<file path="config.mk">
export PLATFORM = sky130hd
export DESIGN_NAME = rtc_tamper
export DESIGN_NICKNAME = d
export VERILOG_FILES = /design/src/hw/rtc_pkg.sv /design/src/hw/rtc_tamper.sv
export VERILOG_INCLUDE_DIRS = /design/src /design/src/hw
export SDC_FILE = /design/constraint.sdc
export NUM_CORES = 2
export LEC_CHECK = 0
export BUFFER_PORTS_ARGS = -buffer_cell sky130_fd_sc_hd__buf_4
export CAP_MARGIN = 20
export CORE_ASPECT_RATIO = 0.6
export CORE_MARGIN = 8
export CORE_UTILIZATION = 36
export DETAILED_ROUTE_END_ITERATION = 12
export SYNTH_ARGS = -nofsm -noshare
export SYNTH_HDL_FRONTEND = slang
export SYNTH_SLANG_ARGS = --single-unit
export TNS_END_PERCENT = 10
</file>
<file path="constraint.sdc">
create_clock -name clk -period 6.6 [get_ports clk]
set_input_delay 0.66 -clock clk [delete_from_list [all_inputs] [get_ports clk]]
set_output_delay 0.66 -clock clk [all_outputs]
set_load 0.01 [all_outputs]
</file>
<file path="src/hw/rtc_params.svh">
`ifndef RTC_PARAMS_SVH
`define RTC_PARAMS_SVH
`define OFF_TIME    12'h000
`define OFF_DATE    12'h004
`define OFF_SUBSEC  12'h008
`define OFF_CTRL    12'h00C
`define OFF_PRESC   12'h010
`define OFF_WAKE    12'h014
`define OFF_CALIB   12'h018
`define OFF_SHIFT   12'h01C
`define OFF_ALARM_A 12'h020
`define OFF_ALARM_B 12'h024
`define OFF_TS_TIME 12'h028
`define OFF_TS_DATE 12'h02C
`define OFF_TAMPCFG 12'h030
`define OFF_STATUS  12'h034
`define OFF_MASK    12'h038
`define BKP_PAGE    4'h1
`define RST_CTRL    32'h0000_0002
`define RST_PREDIV_A 7'h7F
`define RST_PREDIV_S 15'h00FF
`define RST_WAKE    16'hFFFF
`define RST_DAY     8'h01
`define RST_WDAY    3'h1
`define REF50_LAST  6'h31
`define REF60_LAST  6'h3B
`define HS_DIV_LAST 5'h1F
`define CAL_HALF    11'h400
`define STS_ALARM_A 0
`define STS_ALARM_B 1
`define STS_WAKE    2
`define STS_TS      3
`define STS_TAMPER0 4
`endif

</file>
<file path="src/hw/rtc_pkg.sv">
package rtc_pkg;
	typedef enum logic [1:0] {
		SRC_CRYSTAL = 2'b00,
		SRC_RC      = 2'b01,
		SRC_HS_DIV32 = 2'b10
	} clk_src_t;
	typedef enum logic [1:0] {
		TM_EDGE       = 2'b00,
		TM_EDGE_LEVEL = 2'b01,
		TM_FILTER     = 2'b10
	} tamper_unit_mode_t;
	typedef struct packed {
		logic       pm;
		logic [7:0] hour;
		logic [7:0] min;
		logic [7:0] sec;
	} time_t;
	typedef struct packed {
		logic [7:0] year;
		logic [2:0] wday;
		logic [7:0] month;
		logic [7:0] day;
	} date_t;
endpackage

</file>
<file path="src/hw/rtc_tamper.sv">
// Notes on behaviour
// - BCD subsecond to year calendar, 12 or 24 hour format.
// - Date rolls by month length: 28, 29 leap, 30, 31.
// - Two alarms; alarm, wakeup, timestamp events raise the interrupt/wake line.
// - Shift by 1..32767 prescaler-A output pulses (subsecond steps), or add one second.
// - Optional 50/60 Hz reference drives the seconds.
// - Calibration adds or drops pulses per 2^20 window, 0.95 ppm step.
// - Timestamp on pin edge, tamper, or switch to backup supply.
// - 17-bit reloading wakeup timer, selectable resolution and period.
// - Clock from crystal, internal RC, or high-speed clock over 32.
// - Crystal runs everywhere; RC stops on backup supply and shutdown.
// - Thirty-two 32-bit backup registers kept in all modes.
// - Backup registers ignore system reset.
// - Three external pins and five internal tamper sources.
// - Pins use edge, edge plus level, or filtered level detection.
// - Any tamper can trigger a timestamp.
// - Any tamper erases every backup register.
// - Any tamper raises interrupt and wake.
//
// The AXI4-Lite interface to the registers and the register offsets were left to the implementer.
`include "rtc_params.svh"
`timescale 1ns/1ps
`default_nettype none
module rtc_tamper #(
	parameter int NE = 3,
	parameter int NI = 5,
	parameter int NB = 32
) (
	input  wire logic          clk,
	input  wire logic          srst,
	input  wire logic          s_axi_awvalid,
	output logic               s_axi_awready,
	input  wire logic [11:0]   s_axi_awaddr,
	input  wire logic          s_axi_wvalid,
	output logic               s_axi_wready,
	input  wire logic [31:0]   s_axi_wdata,
	input  wire logic [3:0]    s_axi_wstrb,
	output logic               s_axi_bvalid,
	input  wire logic          s_axi_bready,
	output logic [1:0]         s_axi_bresp,
	input  wire logic          s_axi_arvalid,
	output logic               s_axi_arready,
	input  wire logic [11:0]   s_axi_araddr,
	output logic               s_axi_rvalid,
	input  wire logic          s_axi_rready,
	output logic [31:0]        s_axi_rdata,
	output logic [1:0]         s_axi_rresp,
	input  wire logic          crystal_tick,
	input  wire logic          rc_tick,
	input  wire logic          high_speed_external_clock,
	input  wire logic          ref_tick,
	input  wire logic          on_backup,
	input  wire logic          in_shutdown,
	input  wire logic          ts_pin,
	input  wire logic [NE-1:0] tamper_pin,
	input  wire logic [NI-1:0] tamper_int,
	output logic               irq
);
	localparam int SW = 4 + NE + NI;
	if (NE < 1 || NE > 3 || NI < 1 || NI > 5 || NB != 32) begin : g_bad_cfg
		$error("rtc_tamper: unsupported tamper or backup count");
	end

	// Bus slave
	logic        aw_ff, w_ff, bv_ff, rv_ff;
	logic [11:0] wa_ff;
	logic [31:0] wd_ff, rd_ff;
	logic [3:0]  ws_ff;
	logic [1:0]  br_ff, rr_ff;
	wire wr_go = aw_ff & w_ff & ~bv_ff;
	assign s_axi_awready = ~aw_ff & ~bv_ff;
	assign s_axi_wready  = ~w_ff & ~bv_ff;
	assign s_axi_bvalid  = bv_ff;
	assign s_axi_bresp   = br_ff;
	assign s_axi_arready = ~rv_ff;
	assign s_axi_rvalid  = rv_ff;
	assign s_axi_rdata   = rd_ff;
	assign s_axi_rresp   = rr_ff;

	// Registers
	rtc_pkg::time_t tm_ff, nxt_tm, tst_ff;
	rtc_pkg::date_t dt_ff, nxt_dt, tsd_ff;
	logic [31:0] ctrl_ff, alra_ff, alrb_ff, tcfg_ff, cal_ff;
	logic [6:0]  prea_ff, apre_ff;
	logic [14:0] pres_ff, ssr_ff, pend_ff;
	logic [15:0] wrl_ff;
	logic [16:0] wake_ff;
	logic [SW-1:0] sts_ff, msk_ff, sts_set;
	logic [31:0] bkp_ff [NB];
	logic [19:0] win_ff;
	logic [4:0]  hdiv_ff;
	logic [3:0]  wdiv_ff;
	logic [5:0]  ref_ff;
	logic        extra_ff, upd_ff, ts_prev_ff, bk_prev_ff;

	wire fmt12   = ctrl_ff[0];
	wire run_en  = ctrl_ff[1];
	wire rtc_pkg::clk_src_t src = rtc_pkg::clk_src_t'(ctrl_ff[3:2]);
	wire ref_en  = ctrl_ff[4];
	wire ref60   = ctrl_ff[5];
	wire [2:0] wsel = ctrl_ff[8:6];
	wire wake_en = ctrl_ff[9];
	wire alra_en = ctrl_ff[10];
	wire alrb_en = ctrl_ff[11];
	wire ts_en   = ctrl_ff[12];
	wire ts_fall = ctrl_ff[13];
	wire ts_on_tamper = ctrl_ff[14];
	wire ts_bkup = ctrl_ff[15];

	function automatic logic [31:0] merge(input logic [31:0] o, input logic [31:0] n, input logic [3:0] s);
		for (int i = 0; i < 4; i++)
			merge[i*8 +: 8] = s[i] ? n[i*8 +: 8] : o[i*8 +: 8];
	endfunction
	function automatic logic [7:0] bcd_inc(input logic [7:0] v);
		bcd_inc = (v[3:0] == 4'h9) ? {v[7:4] + 4'h1, 4'h0} : {v[7:4], v[3:0] + 4'h1};
	endfunction
	function automatic logic [7:0] month_days(input logic [7:0] mo, input logic [7:0] yr);
		logic leap;
		leap = yr[4] ? (yr[3:0] == 4'h2 || yr[3:0] == 4'h6)
			: (yr[3:0] == 4'h0 || yr[3:0] == 4'h4 || yr[3:0] == 4'h8);
		if (mo == 8'h02)
			month_days = leap ? 8'h29 : 8'h28;
		else if (mo == 8'h04 || mo == 8'h06 || mo == 8'h09 || mo == 8'h11)
			month_days = 8'h30;
		else
			month_days = 8'h31;
	endfunction
	function automatic logic [31:0] reg_read(input logic [11:0] a);
		logic [31:0] v;
		v = 32'h0000_0000;
		if (a[11:8] == `BKP_PAGE && a[7] == 1'b0)
			v = bkp_ff[a[6:2]];
		else begin
			case (a)
				`OFF_TIME:    v = {9'h000, tm_ff.pm, tm_ff.hour[5:0], 1'b0, tm_ff.min[6:0], 1'b0, tm_ff.sec[6:0]};
				`OFF_DATE:    v = {8'h00, dt_ff.year, dt_ff.wday, dt_ff.month[4:0], 2'b00, dt_ff.day[5:0]};
				`OFF_SUBSEC:  v = {17'h00000, ssr_ff};
				`OFF_CTRL:    v = ctrl_ff;
				`OFF_PRESC:   v = {9'h000, prea_ff, 1'b0, pres_ff};
				`OFF_WAKE:    v = {16'h0000, wrl_ff};
				`OFF_CALIB:   v = cal_ff;
				`OFF_SHIFT:   v = {17'h00000, pend_ff};
				`OFF_ALARM_A: v = alra_ff;
				`OFF_ALARM_B: v = alrb_ff;
				`OFF_TS_TIME: v = {9'h000, tst_ff.pm, tst_ff.hour[5:0], 1'b0, tst_ff.min[6:0], 1'b0, tst_ff.sec[6:0]};
				`OFF_TS_DATE: v = {8'h00, tsd_ff.year, tsd_ff.wday, tsd_ff.month[4:0], 2'b00, tsd_ff.day[5:0]};
				`OFF_TAMPCFG: v = tcfg_ff;
				`OFF_STATUS:  v = 32'(sts_ff);
				`OFF_MASK:    v = 32'(msk_ff);
				default:      v = 32'h0000_0000;
			endcase
		end
		reg_read = v;
	endfunction
	function automatic logic mapped(input logic [11:0] a);
		mapped = (a[11:8] == `BKP_PAGE && a[7] == 1'b0) || (a[11:6] == 6'h00 && a <= `OFF_MASK);
	endfunction

	wire [31:0] wd_m   = merge(reg_read(wa_ff), wd_ff, ws_ff);
	wire wr_time  = wr_go && wa_ff == `OFF_TIME;
	wire wr_date  = wr_go && wa_ff == `OFF_DATE;
	wire wr_ctrl  = wr_go && wa_ff == `OFF_CTRL;
	wire wr_presc = wr_go && wa_ff == `OFF_PRESC;
	wire wr_wake  = wr_go && wa_ff == `OFF_WAKE;
	wire wr_cal   = wr_go && wa_ff == `OFF_CALIB;
	wire wr_shift = wr_go && wa_ff == `OFF_SHIFT;
	wire wr_alra  = wr_go && wa_ff == `OFF_ALARM_A;
	wire wr_alrb  = wr_go && wa_ff == `OFF_ALARM_B;
	wire wr_tcfg  = wr_go && wa_ff == `OFF_TAMPCFG;
	wire wr_sts   = wr_go && wa_ff == `OFF_STATUS;
	wire wr_msk   = wr_go && wa_ff == `OFF_MASK;
	wire wr_bkp   = wr_go && wa_ff[11:8] == `BKP_PAGE && wa_ff[7] == 1'b0;

	always_ff @(posedge clk) begin
		if (srst) begin
			aw_ff <= 1'b0;
			w_ff  <= 1'b0;
			bv_ff <= 1'b0;
			rv_ff <= 1'b0;
			br_ff <= 2'h0;
			rr_ff <= 2'h0;
			rd_ff <= 32'h0000_0000;
			wa_ff <= 12'h000;
			wd_ff <= 32'h0000_0000;
			ws_ff <= 4'h0;
		end else begin
			if (s_axi_awvalid && s_axi_awready) begin
				aw_ff <= 1'b1;
				wa_ff <= {s_axi_awaddr[11:2], 2'b00};
			end
			if (s_axi_wvalid && s_axi_wready) begin
				w_ff  <= 1'b1;
				wd_ff <= s_axi_wdata;
				ws_ff <= s_axi_wstrb;
			end
			if (wr_go) begin
				aw_ff <= 1'b0;
				w_ff  <= 1'b0;
				bv_ff <= 1'b1;
				br_ff <= mapped(wa_ff) ? 2'h0 : 2'h2;
			end else if (bv_ff && s_axi_bready)
				bv_ff <= 1'b0;
			if (s_axi_arvalid && s_axi_arready) begin
				rv_ff <= 1'b1;
				rd_ff <= reg_read({s_axi_araddr[11:2], 2'b00});
				rr_ff <= mapped({s_axi_araddr[11:2], 2'b00}) ? 2'h0 : 2'h2;
			end else if (rv_ff && s_axi_rready)
				rv_ff <= 1'b0;
		end
	end

	// Clock source and power gating
	wire hs_div  = high_speed_external_clock && hdiv_ff == `HS_DIV_LAST;
	wire src_raw = (src == rtc_pkg::SRC_CRYSTAL) ? crystal_tick
		: (src == rtc_pkg::SRC_RC) ? rc_tick : (src == rtc_pkg::SRC_HS_DIV32) ? hs_div : 1'b0;
	// The RC oscillator has no backup-supply or shutdown domain behind it
	wire src_ok  = run_en && !(src == rtc_pkg::SRC_RC && (on_backup || in_shutdown));
	wire src_tk  = src_raw && src_ok;

	// Calibration: drop the programmed count of pulses, or insert 512, per 2^20 pulses
	wire cal_drop = src_tk && win_ff[10:0] == 11'h000 && win_ff[19:11] < cal_ff[8:0];
	wire ck_cal   = (src_tk && !cal_drop) || extra_ff;
	wire apre_raw = ck_cal && apre_ff == prea_ff;
	wire ck_apre  = apre_raw && pend_ff == 15'h0000;
	wire ck_spre  = ck_apre && ssr_ff == 15'h0000;
	wire ref_last = ref_ff == (ref60 ? `REF60_LAST : `REF50_LAST);
	wire ref_sec  = ref_tick && ref_last;
	wire add1s    = wr_shift && wd_m[31];
	wire sec_tk   = ((ref_en ? ref_sec : ck_spre) || add1s) && !wr_time && !wr_date;

	always_ff @(posedge clk) begin
		if (srst) begin
			hdiv_ff  <= 5'h00;
			win_ff   <= 20'h00000;
			extra_ff <= 1'b0;
			apre_ff  <= 7'h00;
			ssr_ff   <= 15'h0000;
			pend_ff  <= 15'h0000;
			ref_ff   <= 6'h00;
			upd_ff   <= 1'b0;
		end else begin
			if (high_speed_external_clock)
				hdiv_ff <= hdiv_ff + 5'h01;
			if (src_tk)
				win_ff <= win_ff + 20'h00001;
			extra_ff <= src_tk && cal_ff[15] && win_ff[10:0] == `CAL_HALF;
			if (ck_cal)
				apre_ff <= apre_raw ? 7'h00 : apre_ff + 7'h01;
			if (wr_shift)
				pend_ff <= wd_m[14:0];
			else if (apre_raw && pend_ff != 15'h0000)
				pend_ff <= pend_ff - 15'h0001;
			if (ref_en && ref_sec)
				ssr_ff <= pres_ff;
			else if (ck_apre)
				ssr_ff <= (ssr_ff == 15'h0000) ? pres_ff : ssr_ff - 15'h0001;
			if (!ref_en)
				ref_ff <= 6'h00;
			else if (ref_tick)
				ref_ff <= ref_last ? 6'h00 : ref_ff + 6'h01;
			upd_ff <= sec_tk;
		end
	end

	// Calendar carry chain
	always_comb begin
		logic day_c;
		day_c  = 1'b0;
		nxt_tm = tm_ff;
		nxt_dt = dt_ff;
		if (tm_ff.sec == 8'h59) begin
			nxt_tm.sec = 8'h00;
			if (tm_ff.min == 8'h59) begin
				nxt_tm.min = 8'h00;
				if (fmt12) begin
					if (tm_ff.hour == 8'h11) begin
						nxt_tm.hour = 8'h12;
						nxt_tm.pm   = ~tm_ff.pm;
						day_c       = tm_ff.pm;
					end else if (tm_ff.hour == 8'h12)
						nxt_tm.hour = 8'h01;
					else
						nxt_tm.hour = bcd_inc(tm_ff.hour);
				end else if (tm_ff.hour == 8'h23) begin
					nxt_tm.hour = 8'h00;
					day_c       = 1'b1;
				end else
					nxt_tm.hour = bcd_inc(tm_ff.hour);
			end else
				nxt_tm.min = bcd_inc(tm_ff.min);
		end else
			nxt_tm.sec = bcd_inc(tm_ff.sec);
		if (day_c) begin
			nxt_dt.wday = (dt_ff.wday == 3'h7) ? 3'h1 : dt_ff.wday + 3'h1;
			if (dt_ff.day == month_days(dt_ff.month, dt_ff.year)) begin
				nxt_dt.day = 8'h01;
				if (dt_ff.month == 8'h12) begin
					nxt_dt.month = 8'h01;
					nxt_dt.year  = (dt_ff.year == 8'h99) ? 8'h00 : bcd_inc(dt_ff.year);
				end else
					nxt_dt.month = (dt_ff.month == 8'h09) ? 8'h10 : bcd_inc(dt_ff.month);
			end else
				nxt_dt.day = bcd_inc(dt_ff.day);
		end
	end

	// Alarms, checked one cycle after each calendar step
	function automatic logic alarm_hit(input logic [31:0] a);
		alarm_hit = (a[28] || tm_ff.sec[6:0] == a[6:0])
			&& (a[29] || tm_ff.min[6:0] == a[14:8])
			&& (a[30] || (tm_ff.hour[5:0] == a[21:16] && (!fmt12 || tm_ff.pm == a[22])))
			&& (a[31] || dt_ff.wday == a[26:24]);
	endfunction
	wire alra_evt = upd_ff && alra_en && alarm_hit(alra_ff);
	wire alrb_evt = upd_ff && alrb_en && alarm_hit(alrb_ff);

	// Wakeup timer
	wire [3:0]  wmask   = 4'hF >> wsel[1:0];
	wire        wtick   = wsel[2] ? sec_tk : (ck_cal && (wdiv_ff & wmask) == wmask);
	wire [16:0] wreload = {wsel[2] & wsel[1], wrl_ff};
	wire        wake_evt = wake_en && wtick && wake_ff == 17'h00000;

	// Tamper detection
	wire [1:0] tflt = tcfg_ff[25:24];
	wire [3:0] tthr = 4'h1 << tflt;
	logic [NE-1:0] tp_prev_ff;
	wire  [NE-1:0] ext_evt, ext_hold;
	logic [NI-1:0] ti_prev_ff;
	logic [3:0]    tcnt_ff [NE];
	generate
		for (genvar i = 0; i < NE; i++) begin : g_pin
			wire rtc_pkg::tamper_unit_mode_t md = rtc_pkg::tamper_unit_mode_t'(tcfg_ff[2*i +: 2]);
			wire en = tcfg_ff[8 + i];
			wire edg = tamper_pin[i] && !tp_prev_ff[i];
			// Filter samples at the prescaled rate so a glitch between samples cannot pass
			assign ext_evt[i] = en && ((md != rtc_pkg::TM_FILTER && edg)
				|| (md == rtc_pkg::TM_FILTER && ck_apre && tamper_pin[i]
				&& tcnt_ff[i] == tthr - 4'h1));
			assign ext_hold[i] = en && md == rtc_pkg::TM_EDGE_LEVEL && tamper_pin[i];
			always_ff @(posedge clk) begin
				if (srst) begin
					tp_prev_ff[i] <= 1'b0;
					tcnt_ff[i]    <= 4'h0;
				end else begin
					tp_prev_ff[i] <= tamper_pin[i];
					if (!tamper_pin[i])
						tcnt_ff[i] <= 4'h0;
					else if (ck_apre && tcnt_ff[i] != 4'hF)
						tcnt_ff[i] <= tcnt_ff[i] + 4'h1;
				end
			end
		end
	endgenerate
	wire [NI-1:0] int_evt = tamper_int & ~ti_prev_ff & tcfg_ff[16 +: NI];
	wire any_tamper = |ext_evt || |int_evt;
	wire erase      = any_tamper || |ext_hold;

	// Timestamp
	wire ts_edge = ts_fall ? (ts_prev_ff && !ts_pin) : (!ts_prev_ff && ts_pin);
	wire ts_trig = ts_en && (ts_edge || (ts_on_tamper && any_tamper)
		|| (ts_bkup && on_backup && !bk_prev_ff));

	assign sts_set = {int_evt, ext_evt, ts_trig, wake_evt, alrb_evt, alra_evt};
	// A new event wins over a write-one clear in the same cycle
	wire [SW-1:0] sts_clr = wr_sts ? wd_m[SW-1:0] : '0;
	assign irq = |(sts_ff & msk_ff);

	always_ff @(posedge clk) begin
		if (srst) begin
			tm_ff      <= '0;
			dt_ff      <= '{year: 8'h00, wday: `RST_WDAY, month: 8'h01, day: `RST_DAY};
			tst_ff     <= '0;
			tsd_ff     <= '0;
			ctrl_ff    <= `RST_CTRL;
			prea_ff    <= `RST_PREDIV_A;
			pres_ff    <= `RST_PREDIV_S;
			wrl_ff     <= `RST_WAKE;
			wake_ff    <= {1'b0, `RST_WAKE};
			wdiv_ff    <= 4'h0;
			cal_ff     <= 32'h0000_0000;
			alra_ff    <= 32'h0000_0000;
			alrb_ff    <= 32'h0000_0000;
			tcfg_ff    <= 32'h0000_0000;
			sts_ff     <= '0;
			msk_ff     <= '0;
			ts_prev_ff <= 1'b0;
			bk_prev_ff <= 1'b0;
			ti_prev_ff <= '0;
		end else begin
			ts_prev_ff <= ts_pin;
			bk_prev_ff <= on_backup;
			ti_prev_ff <= tamper_int;
			if (wr_time)
				tm_ff <= '{pm: wd_m[22], hour: {2'b00, wd_m[21:16]}, min: {1'b0, wd_m[14:8]}, sec: {1'b0, wd_m[6:0]}};
			else if (sec_tk)
				tm_ff <= nxt_tm;
			if (wr_date)
				dt_ff <= '{year: wd_m[23:16], wday: wd_m[15:13], month: {3'b000, wd_m[12:8]}, day: {2'b00, wd_m[5:0]}};
			else if (sec_tk)
				dt_ff <= nxt_dt;
			if (ts_trig) begin
				tst_ff <= tm_ff;
				tsd_ff <= dt_ff;
			end
			if (wr_ctrl)
				ctrl_ff <= wd_m;
			if (wr_presc) begin
				prea_ff <= wd_m[22:16];
				pres_ff <= wd_m[14:0];
			end
			if (wr_wake)
				wrl_ff <= wd_m[15:0];
			if (ck_cal)
				wdiv_ff <= wdiv_ff + 4'h1;
			if (!wake_en)
				wake_ff <= wreload;
			else if (wtick)
				wake_ff <= (wake_ff == 17'h00000) ? wreload : wake_ff - 17'h00001;
			if (wr_cal)
				cal_ff <= {16'h0000, wd_m[15], 6'h00, wd_m[8:0]};
			if (wr_alra)
				alra_ff <= wd_m;
			if (wr_alrb)
				alrb_ff <= wd_m;
			if (wr_tcfg)
				tcfg_ff <= wd_m;
			if (wr_msk)
				msk_ff <= wd_m[SW-1:0];
			sts_ff <= (sts_ff & ~sts_clr) | sts_set;
		end
	end

	// Backup store has no reset so it survives every reset source
	always_ff @(posedge clk) begin
		if (erase) begin
			for (int k = 0; k < NB; k++)
				bkp_ff[k] <= 32'h0000_0000;
		end else if (wr_bkp)
			bkp_ff[wa_ff[6:2]] <= wd_m;
	end

	property p_time_range;
		@(posedge clk) disable iff (srst) upd_ff |-> tm_ff.sec <= 8'h59 && tm_ff.min <= 8'h59;
	endproperty
	a_time_range: assert property (p_time_range) else $error("time field out of range");
	property p_day_range;
		@(posedge clk) disable iff (srst) upd_ff |-> dt_ff.day <= month_days(dt_ff.month, dt_ff.year);
	endproperty
	a_day_range: assert property (p_day_range) else $error("day beyond month length");
	property p_erase;
		@(posedge clk) disable iff (srst) any_tamper |=> bkp_ff[0] == 32'h0 && bkp_ff[NB-1] == 32'h0;
	endproperty
	a_erase: assert property (p_erase) else $error("backup not erased");
	property p_ts_capture;
		@(posedge clk) disable iff (srst) ts_trig |=> tst_ff == $past(tm_ff) && sts_ff[`STS_TS];
	endproperty
	a_ts_capture: assert property (p_ts_capture) else $error("timestamp not captured");
	property p_wake_reload;
		@(posedge clk) disable iff (srst) wake_evt && !wr_wake |=> wake_ff == $past(wreload);
	endproperty
	a_wake_reload: assert property (p_wake_reload) else $error("wakeup not reloaded");
	property p_shift_count;
		@(posedge clk) disable iff (srst) apre_raw && pend_ff != 15'h0 && !wr_shift
			|=> pend_ff == $past(pend_ff) - 15'h1;
	endproperty
	a_shift_count: assert property (p_shift_count) else $error("shift count stuck");
	property p_alarm_timing;
		@(posedge clk) disable iff (srst) $rose(sts_ff[`STS_ALARM_A]) |-> $past(upd_ff);
	endproperty
	a_alarm_timing: assert property (p_alarm_timing) else $error("alarm outside update");
	property p_irq_wake;
		@(posedge clk) disable iff (srst)
			(wake_evt && msk_ff[`STS_WAKE]) || |(ext_evt & msk_ff[`STS_TAMPER0 +: NE]) |=> irq [*2];
	endproperty
	a_irq_wake: assert property (p_irq_wake) else $error("event did not raise irq");
endmodule // rtc_tamper
`default_nettype wire

</file>
==> impl_metrics.py <==
metrics = {
    "critical_path": {
        "crit_type": "reg2reg",
        "critPathMaxStageDelay_ps": 1040,
        "slowest_stage": "nor4_2",
        "worstSetupStartpointType": "flop",
        "critPathArrivalTime_ps": 5710,
        "cp.required_ps": 7000,
        "crit_fanout": 32,
        "crit_family": "simple AND/OR/NAND/NOR gates",
        "path_cells": "xor2_1, nor4_2, nand3_1, buf_4, a2111oi_0, a31o_2, a31oi_4, and2_2, buf_4, nand2_2, buf_4",
        "worstPathBufferInverterCount": 3,
        "end_kind": "flop",
        "crit_path_frequent_cell": "buf_4",
    },
    "job": {
        "maxCapViolCount": 0,
    },
    "synth": {
        "synth_cells": 6706,
        "avgSynthCellArea_um2": 11.7,
        "synthFlopType": "edfxtp_1",
        "synth_edf_count": 1036,
        "synth.top_cell.area_share_pct": 39.6,
        "yosysSeqAreaShare_pct": 52.0,
        "ys_types": 86,
        "yosys-top-cells-area": "edfxtp_1 (40%), mux4_2 (18%), dfxtp_1 (12%)",
        "netlist.top_cell.by_area": "edfxtp_1",
        "ys_ff_latch": 1521,
        "synthArstFlopShare_pct": 0,
        "synth_commonest_cells": "nor2_1 (1345), edfxtp_1 (1036), nand2_1 (677)",
        "yosys_warnings": 0,
        "yosysMostFrequentCell": "nor2_1",
        "synth_area_um2": 78500,
    },
    "clock_network": {
        "cts_root_buffer": "clkbuf_16",
        "hold_buffers": 0,
        "clock_latency_ps": 810,
        "post-cts-setup-buffer-count": 0,
        "cts_num_sinks": 1521,
        "cts_tree": "built",
        "clkTransAtPathRegs_ps": 70,
        "cts_resized": 0,
        "clockBufferDepth": 4,
        "h-tree-depth": 4,
        "cts-buffers-inserted": 154,
    },
    "timing": {
        "min_period_ps": 5300,
        "max_freq_mhz": 189,
        "worst_pin_slew_ps": 1260,
        "finalSetupViolCount": 0,
        "slew_viol_final": 0,
        "finalHoldViolations": 0,
        "post-route-period-util_pct": 80.3,
        "clock_skew_ps": 45.7,
        "timing.slew.headroom_pct": 15.9,
        "rsz0062_at_grt": "false",
        "tns_ps": 0,
    },
    "place": {
        "gp_congestion": 1.04,
        "port_buffers": 117,
        "hpwl_um": 227000,
    },
    "final_layout": {
        "areaGrowthSynthToFinish_pct": 13.0,
        "fin_nets": 6791,
        "final_util_pct": 41.0,
        "drive_gt1_share_pct": 22.2,
    },
    "global_routing": {
        "grtUsageTotal_pct": 27.3,
        "grt-ovfl-total": 0,
        "antenna_found_initial": 15,
        "grt_pass1_vias": 58200,
        "grt_max_degree": 142,
        "grt_pass1_wl_um": 457000,
    },
    "die": {
        "fp.dieArea_um2": 234000,
        "initial_core_util_pct": 36.3,
        "ioPinCount": 124,
        "die_h_um": 378,
        "fp.coreArea_um2": 216000,
        "dieWidth_um": 619,
        "num_rows": 132,
    },
    "route": {
        "drt-vias-per-instance": 6.40,
        "totalWireLength_um": 331000,
        "drc": 0,
        "num_vias": 61900,
        "dr.pass1.iters": 7,
        "drtIter0Drc": 10400,
        "wire_per_inst_um": 34.2,
        "ant_nets": 0,
    },
    "worst_hold_path": {
        "hold_path_class": "in2reg",
    },
    "pwr": {
        "p_per_area_nw_per_um2": 242,
        "power_leakage_nw": 27.7,
        "max-vdd-ir-drop_mv": 0.194,
    },
    "status": {
        "status": "finished clean",
    },
}
-- final timing paths --
| path | startpoint | end | slack, ps | depth (start not counted) |
|---|---|---|---|---|
| worst max register to register | prea_ff[3] | bkp_ff[1][26] | 1300 | 11 |
| worst min-delay path | s_axi_wdata[7] | wd_ff[7] | 100 | 3 |
| worst max-delay path | prea_ff[3] | bkp_ff[1][26] | 1300 | 11 |
| worst min register to register | wd_ff[31] | wd_ff[31] | 460 | 2 |
-- layer usage --
metal	part of all wire, %	track usage (%)	up-vias
li1	-	-	25100
met1	42	40.7	31500
met2	39	35.9	4751
met3	16	11.4	580
met4	3.0	7.30	12
met5	0.022	0	-
-- flip-flops by register name, indices dropped and copies added, names as in the netlist, 15 cells and up, named ones only --
register and cells:
bkp_ff 1024, alra_ff 32, alrb_ff 32, ctrl_ff 32, s_axi_rdata 32, tcfg_ff 32
wd_ff 32, dt_ff 27, tm_ff 25, tsd_ff 22, tst_ff 21, win_ff 20
wake_ff 17, wrl_ff 16, pend_ff 15, pres_ff 15, ssr_ff 15
-- per-stage QoR --
step	instances	hold slack (ps)	power (mW)	instance area (um^2)	setup WS [ps]
2_1_floorplan	6707	431	11.6	78500	2260
3_3_place_gp	9377	441	12.6	83600	1540
3_5_place_dp	9381	453	12.6	83600	1390
4_1_cts	9647	58.4	21.4	88500	1620
5_1_grt	9659	74.9	21.9	88700	1330
6_report	9671	99.4	21.5	88700	1300
-- kinds of logic after synthesis --
logic type / share of synthesized area, %
buf+inv: 3.32
other cells: 0.00478
mux: 20.4
flops: 52.0
xor+xnor: 1.31
compound gates: 8.27
simple gates: 14.1
fa+ha+maj: 0.669
-- power breakdown --
part	switching [mW]	leakage (nW)	internal, mW	total, mW
sequential	0.107	13.6	10.1	10.2
clock	3.98	2.39	5.02	9.00
combinational	1.45	11.8	0.795	2.25
-- worst register-to-register path, delay by kind of cell (launching register included) --
family / cells / cell delay (ps)
XOR/XNOR: 1 / 130
AND/OR/NAND/NOR: 4 / 2140
AO/OA/AOI/OAI: 3 / 830
buffers and inverters: 3 / 1300
flip-flops: 1 / 480
-- layout by cell type, fill, tap and decap left out, types with 53 or more instances in the layout --
master,n
mux4_2,640
a22oi_1,109
nand3_1,138
nor2_1,1332
xor2_1,69
a221oi_1,90
o21ai_0,118
nand2_1,636
mux2i_1,104
a22o_1,57
clkbuf_16,159
buf_4,395
inv_1,61
edfxtp_1,1036
dfxtp_1,480
nor3_1,79
or2_2,53
a21oi_1,291
-- final cells by class --
class                   count  area, um^2
multi-input cells        4497       35500
diodes                     13        32.5
fillers                 20000      127000
flip-flops and latches   1521       40800
inverters                  63         241
clock inverters            75         728
well taps                2881        3600
clock buffers             191        4160
repair buffers            430        3600
(Power assumes the default switching activity.)
